--- src/common/hmbg_pkg.sv ---
`default_nettype none
////////////////////////////////////////////////////////////////////////////////
// shared constants of the hub management bus glue
package hmbg_pkg;

  ////////////////////////////////////////////////////////////////////////////
  // clocking
  localparam int unsigned REF_CLK_HZ    = 20_000_000;               // ref_clk rate
  localparam int unsigned TX_CLK_HZ     = 10_000_000;               // transmit clock rate
  localparam int unsigned TX_TOGGLE_CYC = REF_CLK_HZ / (2 * TX_CLK_HZ); // edges per half period

  ////////////////////////////////////////////////////////////////////////////
  // apb register map (byte addresses)
  localparam int unsigned ADDR_W        = 8;                        // decoded address bits
  localparam logic [7:0]  ADDR_CTRL     = 8'h00;                    // control, read/write
  localparam logic [7:0]  ADDR_STATUS   = 8'h04;                    // live pin levels, read only
  localparam logic [7:0]  ADDR_IRQ_STAT = 8'h08;                    // sticky events, read only
  localparam logic [7:0]  ADDR_IRQ_EN   = 8'h0c;                    // event enables, read/write
  localparam logic [7:0]  ADDR_IRQ_CLR  = 8'h10;                    // write one to clear

  ////////////////////////////////////////////////////////////////////////////
  // control fields
  localparam int unsigned CTRL_EXT_BIT  = 0;                        // external codec select
  localparam logic        CTRL_EXT_RST  = 1'b0;                     // internal codec after reset

  ////////////////////////////////////////////////////////////////////////////
  // status fields
  localparam int unsigned ST_GRANT_IN   = 0;
  localparam int unsigned ST_TX_EN      = 1;
  localparam int unsigned ST_COL_SENSE  = 2;
  localparam int unsigned ST_NET_COL    = 3;
  localparam int unsigned ST_PACKET_COMPRESS_OUT      = 4;
  localparam int unsigned ST_GRANT_OUT  = 5;
  localparam int unsigned ST_COL_MAC    = 6;
  localparam int unsigned ST_TXCLK      = 7;
  localparam int unsigned ST_W          = 8;

  ////////////////////////////////////////////////////////////////////////////
  // interrupt event fields
  localparam int unsigned IRQ_COL_MAC   = 0;                        // collision to controller
  localparam int unsigned IRQ_COL_DRV   = 1;                        // collision driven on bus
  localparam int unsigned IRQ_PACKET_COMPRESS_OUT     = 2;                        // packet compression
  localparam int unsigned IRQ_W         = 3;
  localparam logic [2:0]  IRQ_EN_RST    = 3'h0;
  localparam logic [2:0]  IRQ_STAT_RST  = 3'h0;

endpackage : hmbg_pkg
`default_nettype wire

--- src/hdl/hmbg_arb_glue.sv ---
`timescale 1ns/10ps
`default_nettype none
////////////////////////////////////////////////////////////////////////////////
// combinational arbitration and collision glue, no storage at all
module hmbg_arb_glue (
  input  wire logic mac_tx_enable,         // controller wants to transmit
  input  wire logic arb_grant_in,          // permission from upstream
  input  wire logic external_codec_select, // external codec mode
  input  wire logic collision_sense,       // bus collision seen by transceiver
  input  wire logic network_rx_collision,  // receive collision on the network
  output logic      arb_grant_out,         // permission to downstream
  output logic      bus_tx_enable,         // transceiver transmit drive enable
  output logic      activity_drive,        // tell repeaters we transmit
  output logic      collision_drive,       // flag bus collision
  output logic      collision_to_mac       // collision to controller
);

  // pass the grant only when we do not want it ourselves
  assign arb_grant_out    = arb_grant_in & ~mac_tx_enable;                       // RQ3 RQ4 RQ5
  // drive the bus only with permission and in external codec mode
  assign bus_tx_enable    = mac_tx_enable & arb_grant_in & external_codec_select; // RQ6
  // activity means transmit with permission
  assign activity_drive   = mac_tx_enable & arb_grant_in;                        // RQ7
  // transmitting without permission is a collision
  assign collision_drive  = mac_tx_enable & ~arb_grant_in;                       // RQ8
  // any sensed collision while transmitting reaches the controller
  assign collision_to_mac = mac_tx_enable & (collision_sense | network_rx_collision); // RQ9 RQ10

endmodule : hmbg_arb_glue
`default_nettype wire

--- src/hdl/hmbg_txclk_div.sv ---
`timescale 1ns/10ps
`default_nettype none
////////////////////////////////////////////////////////////////////////////////
// halves ref_clk into the transmit clock, driven only in external codec mode
module hmbg_txclk_div (
  input  wire logic ref_clk,               // 20 MHz
  input  wire logic resetn,                // async, active low
  input  wire logic external_codec_select, // 1: we own the clock node
  output logic      tx_clock_10m,          // divided clock
  output logic      tx_clock_oe_n          // low while we drive the node
);

  logic tx_clk_r;                          // toggle flop
  logic tx_clk_nxt;                        // its next value

  // own value inverted gives half the reference rate
  assign tx_clk_nxt = ~tx_clk_r;           // RQ2 RQ11

  // toggle flop, starts low so the first edge gives a clean high
  always_ff @(posedge ref_clk or negedge resetn) begin
    if (!resetn) begin
      tx_clk_r <= 1'b0;                    // RQ16
    end else begin
      tx_clk_r <= tx_clk_nxt;
    end
  end

  assign tx_clock_10m  = tx_clk_r;
  // release the node in internal mode, the controller drives it then
  assign tx_clock_oe_n = ~external_codec_select; // RQ13 RQ14

endmodule : hmbg_txclk_div
`default_nettype wire

--- src/hdl/hmbg_top.sv ---
// Design decisions made here: the register addresses and the APB interface to the registers.
`timescale 1ns/10ps
`default_nettype none
////////////////////////////////////////////////////////////////////////////////
// Notes on behaviour
// RQ1: compression output passes straight to the bus
// RQ2: transmit clock runs at 10 MHz
// RQ3: incoming grant high means permission, low denial
// RQ4: grant out high only when granted, idle
// RQ5: grant out low when denied or transmitting
// RQ6: drive enable needs transmit, grant, external codec
// RQ7: activity when transmitting with grant
// RQ8: collision drive when transmitting without grant
// RQ9: sensed bus collision feeds collision output
// RQ10: collision out when transmitting and any collision
// RQ11: transmit clock toggles every rising reference clock edge
// RQ12: glue outputs purely combinational, no register
// RQ13: transmit clock driven only in external mode
// RQ14: internal codec mode leaves clock node undriven
// RQ15: codec select low internal, high external
// RQ16: transmit clock flop resets low
////////////////////////////////////////////////////////////////////////////////
module hmbg_top
  import hmbg_pkg::*;
(
  input  wire logic        ref_clk,              // 20 MHz system clock
  input  wire logic        resetn,               // async reset, active low
  // apb slave
  input  wire logic        psel,                 // slave select
  input  wire logic        penable,              // access phase
  input  wire logic        pwrite,               // 1 write, 0 read
  input  wire logic [7:0]  paddr,                // byte address
  input  wire logic [31:0] pwdata,               // write data
  output logic      [31:0] prdata,               // read data
  output logic             pready,               // transfer done
  output logic             pslverr,              // unmapped address
  output logic             irq,                  // level interrupt
  // controller side
  input  wire logic        mac_tx_enable,        // controller transmit enable
  input  wire logic        mac_tx_data,          // controller transmit data
  input  wire logic        mac_packet_compress,  // controller compression pin
  output logic             mac_rx_clock,         // management receive clock to controller
  output logic             collision_to_mac,     // collision to controller
  output logic             external_codec_select,// codec select to controller
  output logic             tx_clock_10m,         // transmit clock node, output
  output logic             tx_clock_oe_n,        // transmit clock node, enable low
  // shared bus side
  input  wire logic        arb_grant_in,         // upstream permission
  input  wire logic        collision_sense,      // transceiver collision sense
  input  wire logic        network_rx_collision, // network receive collision
  input  wire logic        mgmt_rx_clock,        // management receive clock from bus
  output logic             arb_grant_out,        // downstream permission
  output logic             bus_tx_enable,        // transceiver drive enable
  output logic             bus_tx_data,          // transmit data to bus
  output logic             activity_drive,       // activity to repeaters
  output logic             collision_drive,      // collision to repeaters
  output logic             packet_compress_out   // compression to bus
);

  ////////////////////////////////////////////////////////////////////////////
  // declarations
  logic             ext_r;           // codec select register
  logic             ext_nxt;
  logic [2:0]       irq_en_r;        // event enables
  logic [2:0]       irq_en_nxt;
  logic [2:0]       irq_stat_r;      // sticky events
  logic [2:0]       irq_stat_nxt;
  logic [2:0]       ev_prev_r;       // event levels one cycle ago
  logic [2:0]       ev_now;          // event levels now
  logic [2:0]       ev_rise;         // rising edges of events
  logic [2:0]       clr_mask;        // bits software clears
  logic             irq_r;           // interrupt flop
  logic [31:0]      prdata_r;        // read data flop
  logic [31:0]      prdata_nxt;
  logic             pready_r;        // ready flop
  logic             pslverr_r;       // error flop
  logic             setup_ph;        // apb setup cycle
  logic             access_done;     // access completes this edge
  logic             wr_done;         // write takes effect
  logic             hit_ctrl;        // address decodes
  logic             hit_status;
  logic             hit_stat;
  logic             hit_en;
  logic             hit_clr;
  logic             hit_any;
  logic [ST_W-1:0]  status_vec;      // live levels
  logic             col_mac_w;       // glue results
  logic             col_drv_w;

  ////////////////////////////////////////////////////////////////////////////
  // combinational glue
  hmbg_arb_glue u_glue (
    .mac_tx_enable         (mac_tx_enable),
    .arb_grant_in          (arb_grant_in),
    .external_codec_select (ext_r),
    .collision_sense       (collision_sense),
    .network_rx_collision  (network_rx_collision),
    .arb_grant_out         (arb_grant_out),
    .bus_tx_enable         (bus_tx_enable),
    .activity_drive        (activity_drive),
    .collision_drive       (col_drv_w),
    .collision_to_mac      (col_mac_w)
  );

  assign collision_drive  = col_drv_w;   // RQ12
  assign collision_to_mac = col_mac_w;   // RQ12
  // compression is forwarded, the transmitting repeater stops the clock
  assign packet_compress_out = mac_packet_compress; // RQ1
  // receive clock and transmit data pass through unchanged
  assign mac_rx_clock = mgmt_rx_clock;
  assign bus_tx_data  = mac_tx_data;

  ////////////////////////////////////////////////////////////////////////////
  // transmit clock divider
  hmbg_txclk_div u_div (
    .ref_clk               (ref_clk),
    .resetn                (resetn),
    .external_codec_select (ext_r),
    .tx_clock_10m          (tx_clock_10m),
    .tx_clock_oe_n         (tx_clock_oe_n)
  );

  // select straight from its register
  assign external_codec_select = ext_r;  // RQ15

  ////////////////////////////////////////////////////////////////////////////
  // apb decode
  assign setup_ph    = psel & ~penable;
  assign access_done = psel & penable & pready_r;
  assign wr_done     = access_done & pwrite & ~pslverr_r;
  assign hit_ctrl    = (paddr == ADDR_CTRL);
  assign hit_status  = (paddr == ADDR_STATUS);
  assign hit_stat    = (paddr == ADDR_IRQ_STAT);
  assign hit_en      = (paddr == ADDR_IRQ_EN);
  assign hit_clr     = (paddr == ADDR_IRQ_CLR);
  assign hit_any     = hit_ctrl | hit_status | hit_stat | hit_en | hit_clr;

  // live levels for software
  assign status_vec = {tx_clock_10m, col_mac_w, arb_grant_out, mac_packet_compress,
                       network_rx_collision, collision_sense, mac_tx_enable, arb_grant_in};

  // read mux, unmapped and write-only read as zero
  always_comb begin
    prdata_nxt = 32'h0000_0000;
    if (hit_ctrl) begin
      prdata_nxt[CTRL_EXT_BIT] = ext_r;
    end else if (hit_status) begin
      prdata_nxt[ST_W-1:0] = status_vec;
    end else if (hit_stat) begin
      prdata_nxt[IRQ_W-1:0] = irq_stat_r;
    end else if (hit_en) begin
      prdata_nxt[IRQ_W-1:0] = irq_en_r;
    end else begin
      prdata_nxt = 32'h0000_0000;
    end
  end

  // answer is prepared in the setup cycle, ready in the first access cycle
  always_ff @(posedge ref_clk or negedge resetn) begin
    if (!resetn) begin
      pready_r  <= 1'b0;
      pslverr_r <= 1'b0;
      prdata_r  <= 32'h0000_0000;
    end else begin
      pready_r  <= setup_ph;
      pslverr_r <= setup_ph & ~hit_any;
      prdata_r  <= (setup_ph & ~pwrite) ? prdata_nxt : prdata_r;
    end
  end

  assign pready  = pready_r;
  assign pslverr = pslverr_r;
  assign prdata  = prdata_r;

  ////////////////////////////////////////////////////////////////////////////
  // control registers
  assign ext_nxt    = (wr_done & hit_ctrl) ? pwdata[CTRL_EXT_BIT] : ext_r;  // RQ15
  assign irq_en_nxt = (wr_done & hit_en) ? pwdata[IRQ_W-1:0] : irq_en_r;

  always_ff @(posedge ref_clk or negedge resetn) begin
    if (!resetn) begin
      ext_r    <= CTRL_EXT_RST;
      irq_en_r <= IRQ_EN_RST;
    end else begin
      ext_r    <= ext_nxt;
      irq_en_r <= irq_en_nxt;
    end
  end

  ////////////////////////////////////////////////////////////////////////////
  // interrupt events, set wins over clear
  assign ev_now       = {mac_packet_compress, col_drv_w, col_mac_w};
  assign ev_rise      = ev_now & ~ev_prev_r;
  assign clr_mask     = (wr_done & hit_clr) ? pwdata[IRQ_W-1:0] : 3'h0;
  assign irq_stat_nxt = (irq_stat_r & ~clr_mask) | ev_rise;

  always_ff @(posedge ref_clk or negedge resetn) begin
    if (!resetn) begin
      ev_prev_r  <= 3'h0;
      irq_stat_r <= IRQ_STAT_RST;
      irq_r      <= 1'b0;
    end else begin
      ev_prev_r  <= ev_now;
      irq_stat_r <= irq_stat_nxt;
      irq_r      <= |(irq_stat_nxt & irq_en_nxt);
    end
  end

  assign irq = irq_r;

  ////////////////////////////////////////////////////////////////////////////
  // checks
  property p_packet_compress_out;
    @(posedge ref_clk) disable iff (!resetn)
      packet_compress_out == mac_packet_compress;
  endproperty
  a_packet_compress_out: assert property (p_packet_compress_out) else $error("compression not forwarded"); // RQ1

  property p_txclk_toggle;
    @(posedge ref_clk) disable iff (!resetn)
      $past(resetn) |-> (tx_clock_10m != $past(tx_clock_10m));
  endproperty
  a_txclk_toggle: assert property (p_txclk_toggle) else $error("clock not halved"); // RQ2 RQ11

  property p_grant_pass;
    @(posedge ref_clk) disable iff (!resetn)
      (arb_grant_in && !mac_tx_enable) |-> arb_grant_out;
  endproperty
  a_grant_pass: assert property (p_grant_pass) else $error("grant not passed"); // RQ3 RQ4

  property p_grant_deny;
    @(posedge ref_clk) disable iff (!resetn)
      (!arb_grant_in || mac_tx_enable) |-> !arb_grant_out;
  endproperty
  a_grant_deny: assert property (p_grant_deny) else $error("grant leaked"); // RQ5

  property p_drive_en;
    @(posedge ref_clk) disable iff (!resetn)
      bus_tx_enable == (mac_tx_enable && arb_grant_in && external_codec_select);
  endproperty
  a_drive_en: assert property (p_drive_en) else $error("drive enable wrong"); // RQ6

  property p_activity;
    @(posedge ref_clk) disable iff (!resetn)
      activity_drive |-> (mac_tx_enable && arb_grant_in && !collision_drive);
  endproperty
  a_activity: assert property (p_activity) else $error("activity wrong"); // RQ7

  property p_col_drive;
    @(posedge ref_clk) disable iff (!resetn)
      (mac_tx_enable && !arb_grant_in) |-> (collision_drive && !activity_drive);
  endproperty
  a_col_drive: assert property (p_col_drive) else $error("collision drive wrong"); // RQ8

  property p_col_mac;
    @(posedge ref_clk) disable iff (!resetn)
      collision_to_mac == (mac_tx_enable && (collision_sense || network_rx_collision));
  endproperty
  a_col_mac: assert property (p_col_mac) else $error("collision out wrong"); // RQ9 RQ10

  property p_clk_oe;
    @(posedge ref_clk) disable iff (!resetn)
      (wr_done && hit_ctrl) |=> (tx_clock_oe_n == !$past(pwdata[CTRL_EXT_BIT]));
  endproperty
  a_clk_oe: assert property (p_clk_oe) else $error("clock enable wrong"); // RQ13 RQ14 RQ15

  property p_irq_sticky;
    @(posedge ref_clk) disable iff (!resetn)
      (irq_stat_r[IRQ_COL_MAC] && !(wr_done && hit_clr)) |=> irq_stat_r[IRQ_COL_MAC];
  endproperty
  a_irq_sticky: assert property (p_irq_sticky) else $error("event lost");

endmodule : hmbg_top
`default_nettype wire

--- config.mk ---
export PLATFORM = sky130hd
export DESIGN_NAME = hmbg_top
export DESIGN_NICKNAME = d
export VERILOG_FILES = /design/src/common/hmbg_pkg.sv /design/src/hdl/hmbg_arb_glue.sv /design/src/hdl/hmbg_txclk_div.sv /design/src/hdl/hmbg_top.sv
export SDC_FILE = /design/constraint.sdc
export NUM_CORES = 1
export LEC_CHECK = 0
export BUFFER_PORTS_ARGS = -buffer_cell sky130_fd_sc_hd__buf_4
export CORE_ASPECT_RATIO = 1.5
export CORE_MARGIN = 5
export CORE_UTILIZATION = 35
export DETAILED_ROUTE_END_ITERATION = 10
export GPL_ROUTABILITY_DRIVEN = 0
export PLACE_DENSITY = 0.75
export SLEW_MARGIN = 15
export SYNTH_ARGS = -nofsm -noshare
export SYNTH_HDL_FRONTEND = slang
export SYNTH_SLANG_ARGS = --single-unit
--- constraint.sdc ---
create_clock -name ref_clk -period 1.3 [get_ports ref_clk]
set_input_delay 0.26 -clock ref_clk [delete_from_list [all_inputs] [get_ports ref_clk]]
set_output_delay 0.26 -clock ref_clk [all_outputs]
set_load 0.03 [all_outputs]
== Word level (Yosys, flattened, before mapping) ==
Index checks and enable logic that the tools add are counted.
Storage, ports and cells
  register bits after elaboration: 46
  latch bits: 0
  RAM bits: 0
  ROM bits: 0
  bits of input ports: 52
  output and inout bits: 46
  memories kept: 0
Cells by class
  $add $sub $neg: 0
  multiply operators: 0
  div/mod/pow operators: 0
  $lt $le $gt $ge: 0
  equality and inequality tests: 4
  shift operators: 0
  muxes and demuxes: 7
  bitwise gates (word level): 34
  reductions and logical operators: 2
Operators with widths (number)
  $eq 8x4->1 const B: 2
  $and 1x1->1: 15
  $mux 3: 4
  $and 3x3->3: 3
  $eq 8x3->1 const B: 1
  $eq 8x5->1 const B: 1
  $logic_not 8->1: 1
  $mux 8: 1
  $not 1->1: 8
  $mux 7: 1
  $not 3->3: 2
  $or 1x1->1: 5
  $or 3x3->3: 1
  $reduce_or 3->1: 1
  $mux 1: 1

== Logic depth before layout (Yosys ltp) ==
  depth in word-level cells: 11
  mapped depth: 6
  gate-level depth less buffers: 5

== By module ==
A second synthesis with hierarchy kept.
Second synthesis, totals
  cell total of the unflattened synthesis: 115
  area, all modules: 1208.7 µm²
By module, submodules not included
  hmbg_top: times used 1, cells an instance 107, area each 1139.8 µm², sequential area each 525.5 µm²
  hmbg_arb_glue: times used 1, cells an instance 5, area each 36.3 µm², sequential area each 0.0 µm²
  hmbg_txclk_div: times used 1, cells an instance 3, area each 32.5 µm², sequential area each 25.0 µm²

== Least setup slack after synthesis ==
Ideal clock, no wire load.
  path kind: register to register
  start: reg pslverr_r, in the netlist pslverr
  end: reg irq_r, in the netlist irq
  setup time: 126 ps
  arrival: 1431 ps
  path slack: -257 ps
  cell stages (with the launch flop): 6
  path buffers: 0
  path through: dfrtp_1 -> and4b_1 -> nand4_2 -> nand2_1 -> o21ai_0 -> a221o_1
RTL lines
  start: declaration: RTL line hmbg_top.sv:76  | logic pslverr_r;
  start signal: assignment: RTL line hmbg_top.sv:166  | pslverr_r <= setup_ph & ~hit_any;
  $not 1->1: RTL line hmbg_top.sv:130  | assign wr_done = access_done & pwrite & ~pslverr_r;
  $and 1x1->1: RTL line hmbg_top.sv:130
  $and 1x1->1: RTL line hmbg_top.sv:178  | assign irq_en_nxt = (wr_done & hit_en) ? pwdata[IRQ_W-1:0] : irq_en_r;
  $mux 3: RTL line hmbg_top.sv:178
  named net irq_en_nxt[1]: RTL line hmbg_top.sv:65  | logic [2:0] irq_en_nxt;
  $and 3x3->3: RTL line hmbg_top.sv:205  | irq_r <= |(irq_stat_nxt & irq_en_nxt);
  $reduce_or 3->1: RTL line hmbg_top.sv:205
  end signal: assignment: RTL line hmbg_top.sv:205
  end: declaration: RTL line hmbg_top.sv:72  | logic irq_r;
The timed path passes the listed nets, and every way through them passes these cells.
A chain may end at the register's enable or synchronous reset.

== Worst setup path in the final report ==
Ends and elaborated chain as after synthesis.

==> summary.md <==
| Metric | Value |
|---|---|
| Status | complete, but fails checks |
| Failing checks | setup timing |
| Pre-CTS setup slack | -0.403 ns |
| Routed vias/inst | 4.53 |
| Clock transition at the registers of the reported paths | 0.07 ns |
| Final antenna-violating net count | 0 |
| Max Cap Viol | 0 |
| Worst Clk Skew | 0.00283 ns |
| Synth Flop Type | dfrtp_1 |
| Htree depth | 1 |
| Syn avg cell area | 10.2 µm² |
| Busiest layer in global routing | met2 |
| Global Route met2 Usage | 0.206 |
| Critical Path Source | pslverr |
| Async S/R FF share, synth | 1.00 |
| Post-Syn Area | 1260 µm² |
| First-pass GRT wire length | 4.75 mm |
| # diodes | 0 |
| # setup viols final | 11 |
| Final WS setup | -0.166 ns |
| Final hold viol count | 0 |
| Clock network power share | 0.321 |
| Io pins | 98 |
| Core Box Area | 3450 µm² |
| Detailed placement HPWL | 2.36 mm |
| Initial DRT Pass Iterations | 4 |
| Die extent in x | 59.0 µm |
| Yosys top cell by area | dfrtp_1 |
| RSZ-0062 raised after global routing | yes |
| Root buffer cell | clkbuf_8 |
| Crit path kind | reg2reg |
| Cts bufs inserted | 3 |
| Slew Viols, Final | 0 |
| Port Buffers | 40 |
| Clock Latency Late Sink | 0.26 ns |
| Fin crit period | 1.47 ns |
| Cell Pwr Density | 870 nW/µm² |
| Worst hold start | mac_packet_compress |
| CP arrival | 1.61 ns |
| TNS Setup | -0.468 ns |
| Switching Fraction | 0.288 |
| Synth top area share | 0.437 |
| Post-synth EDFFs | 0 |
| Initial antenna violation count | 0 |
| Layout cell share with drive strength beyond 1 | 0.475 |
| Vias | 991 |
| Library cells used by synthesis | 35 |
| Synth area leaders | dfrtp_1 (44%), buf_4 (17%), nand2_1 (3.9%) |
| DIE AREA | 4920 µm² |
| Register area | 553 µm² |
| Worst VDD drop | 0.000487 V |
| Crit start category | register |
| Setup crit end kind | register |
| Die height | 83.4 µm |
| Seq/Total Area, Yosys | 0.437 |
| Int Power | 1.08 mW |
| Worst-path fanout max | 6 |
| Final period util | 1.13 |
| Final wirelength | 2.91 mm |
| Leak | 0.909 nW |
| Met1 Usage GRT | 0.141 |
| Worst R2R Start | pslverr |
| Multi-input gate area | 602 µm² |
| Seq pwr share | 0.462 |
| Layout Nets | 230 |
| Total gr overflow | 0 |
| Comb power frac | 0.217 |
| Largest net degree at the start of global routing | 23 |
| Starting Density | 0.365 |
| Switching power | 0.436 mW |
| Post-synthesis cell count | 124 |
| Met3 usage | 0.0280 |
| # clock sinks | 22 |
| Max Freq | 682 MHz |
| Synth warn | 0 |
| Initial DRC Count | 28 |
| Worst path required time | 1.45 ns |
| Num rows | 26 |
| Yosys reg bits | 22 |
| GRT Overall Usage | 0.124 |
| Fillers | 323 |
| DR WL/cell | 13.3 µm |
| Layout area overhead | 38.3% |
| CTS tree | built |
| Max Root-Sink Buffers | 2 |
| Vias in the first global route | 1063 |
| Remaining DRCs | 0 |
| Worst Hold Class | in2reg |
-- worst max-delay path, cell delays in order (launching register included) --
cell,delay (ns)
dfrtp_2,0.42
and4b_1,0.29
nand4_4,0.13
nand2_2,0.11
o21ai_2,0.06
a221o_1,0.34
-- synth_stat cells (all sizes together), types with 2 or more instances --
cell type  instances
nor2b              2
nand2             13
nand2b             4
nor4b              2
inv                9
nand4              2
mux2               2
buf               30
a22o               3
o21ai             13
and3               3
a22oi              3
dfrtp             22
nor2               3
-- cells by family (layout without fill, tap and decap cells) --
kind of cell,after synthesis,count (layout),share of synthesized area
multiplexers,4,4,0.0467
AND/OR/NAND/NOR,37,37,0.199
other,1,24,0.00298
flip-flops,22,22,0.437
buffers and inverters,39,69,0.206
AO/OA/AOI/OAI,21,21,0.108
-- final timing paths --
path	to	cells past startpoint	slack, ns
worst max-delay path	irq	5	-0.17
worst min-delay path	ev_prev_r[2]	1	0.14
worst max register to register	irq	5	-0.17
worst min register to register	irq_stat_r[0]	1	0.45
max in group asynchronous	pready	2	0.64
min in group asynchronous	ev_prev_r[1]	2	0.42
-- layer usage --
metal / part of all wire / vias up
li1: - / 474
met4: 0.028 / 0
met1: 0.37 / 455
met2: 0.48 / 54
met3: 0.11 / 8
met5: 0 / -
-- cell usage in the layout (no fill, tap or decap), drive strengths merged --
cell type	n
buf	55
o21ai	13
mux4	1
a221o	1
nor2b	2
nand2b	4
or4	1
nand4	2
and3	3
nand2	13
mux2i	1
a22o	3
nand3	1
nor3	1
nor2	3
mux2	2
or2	1
nor4b	2
clkbuf	4
and2b	1
dlygate4sd3	1
and4b	1
inv	9
dfrtp	22
conb	24
a21oi	1
nor4	1
and2	1
a22oi	3
-- final cells by class --
cell class                 count  share of cell area
sequential                    22               0.318
inverter                       9              0.0208
multi-input combinational     86               0.346
tap                           42              0.0302
clock buffer                   4              0.0316
timing repair buffer          56               0.254
-- registers in the layout, indices dropped and copies added (netlist names) --
signal / cells
ev_prev_r: 3
external_codec_select: 1
irq: 1
irq_en_r: 3
irq_stat_r: 3
prdata: 8
pready: 1
pslverr: 1
u_div.tx_clock_10m: 1
-- through the flow --
stage | power [mW] | hold WS (ns) | util | cell area, µm² | cells
global placement | 1.02 | 0.162 | 0.453 | 1560 | 210
CTS | 1.52 | 0.136 | 0.483 | 1660 | 216
detailed placement | 1.02 | 0.169 | 0.453 | 1560 | 210
global route | 1.57 | 0.142 | 0.505 | 1740 | 219
finish | 1.51 | 0.137 | 0.505 | 1740 | 219
floorplan | 0.961 | -0.0356 | - | 1350 | 147
-- power groups by stage --
stage | clock, mW | sequential, mW | combinational, mW
5_1_grt | 0.516 | 0.700 | 0.353
4_1_cts | 0.504 | 0.699 | 0.321
3_5_place_dp | 0 | 0.712 | 0.309
2_1_floorplan | 0 | 0.722 | 0.240
6_report | 0.486 | 0.699 | 0.329
3_3_place_gp | 0 | 0.712 | 0.306
-- timing repair --
| action | CTS | global route |
|---|---|---|
| buffers inserted | 1 | 3 |
| endpoints found under the setup margin | 7 | 12 |
| resized for setup | 9 | 18 |
| hold buffers | 1 | 0 |
| cloned | 0 | 0 |
| pin swaps | 3 | 11 |
| endpoints found under the hold margin | 22 | 0 |
No activity file was read; power rests on OpenSTA's default activity.
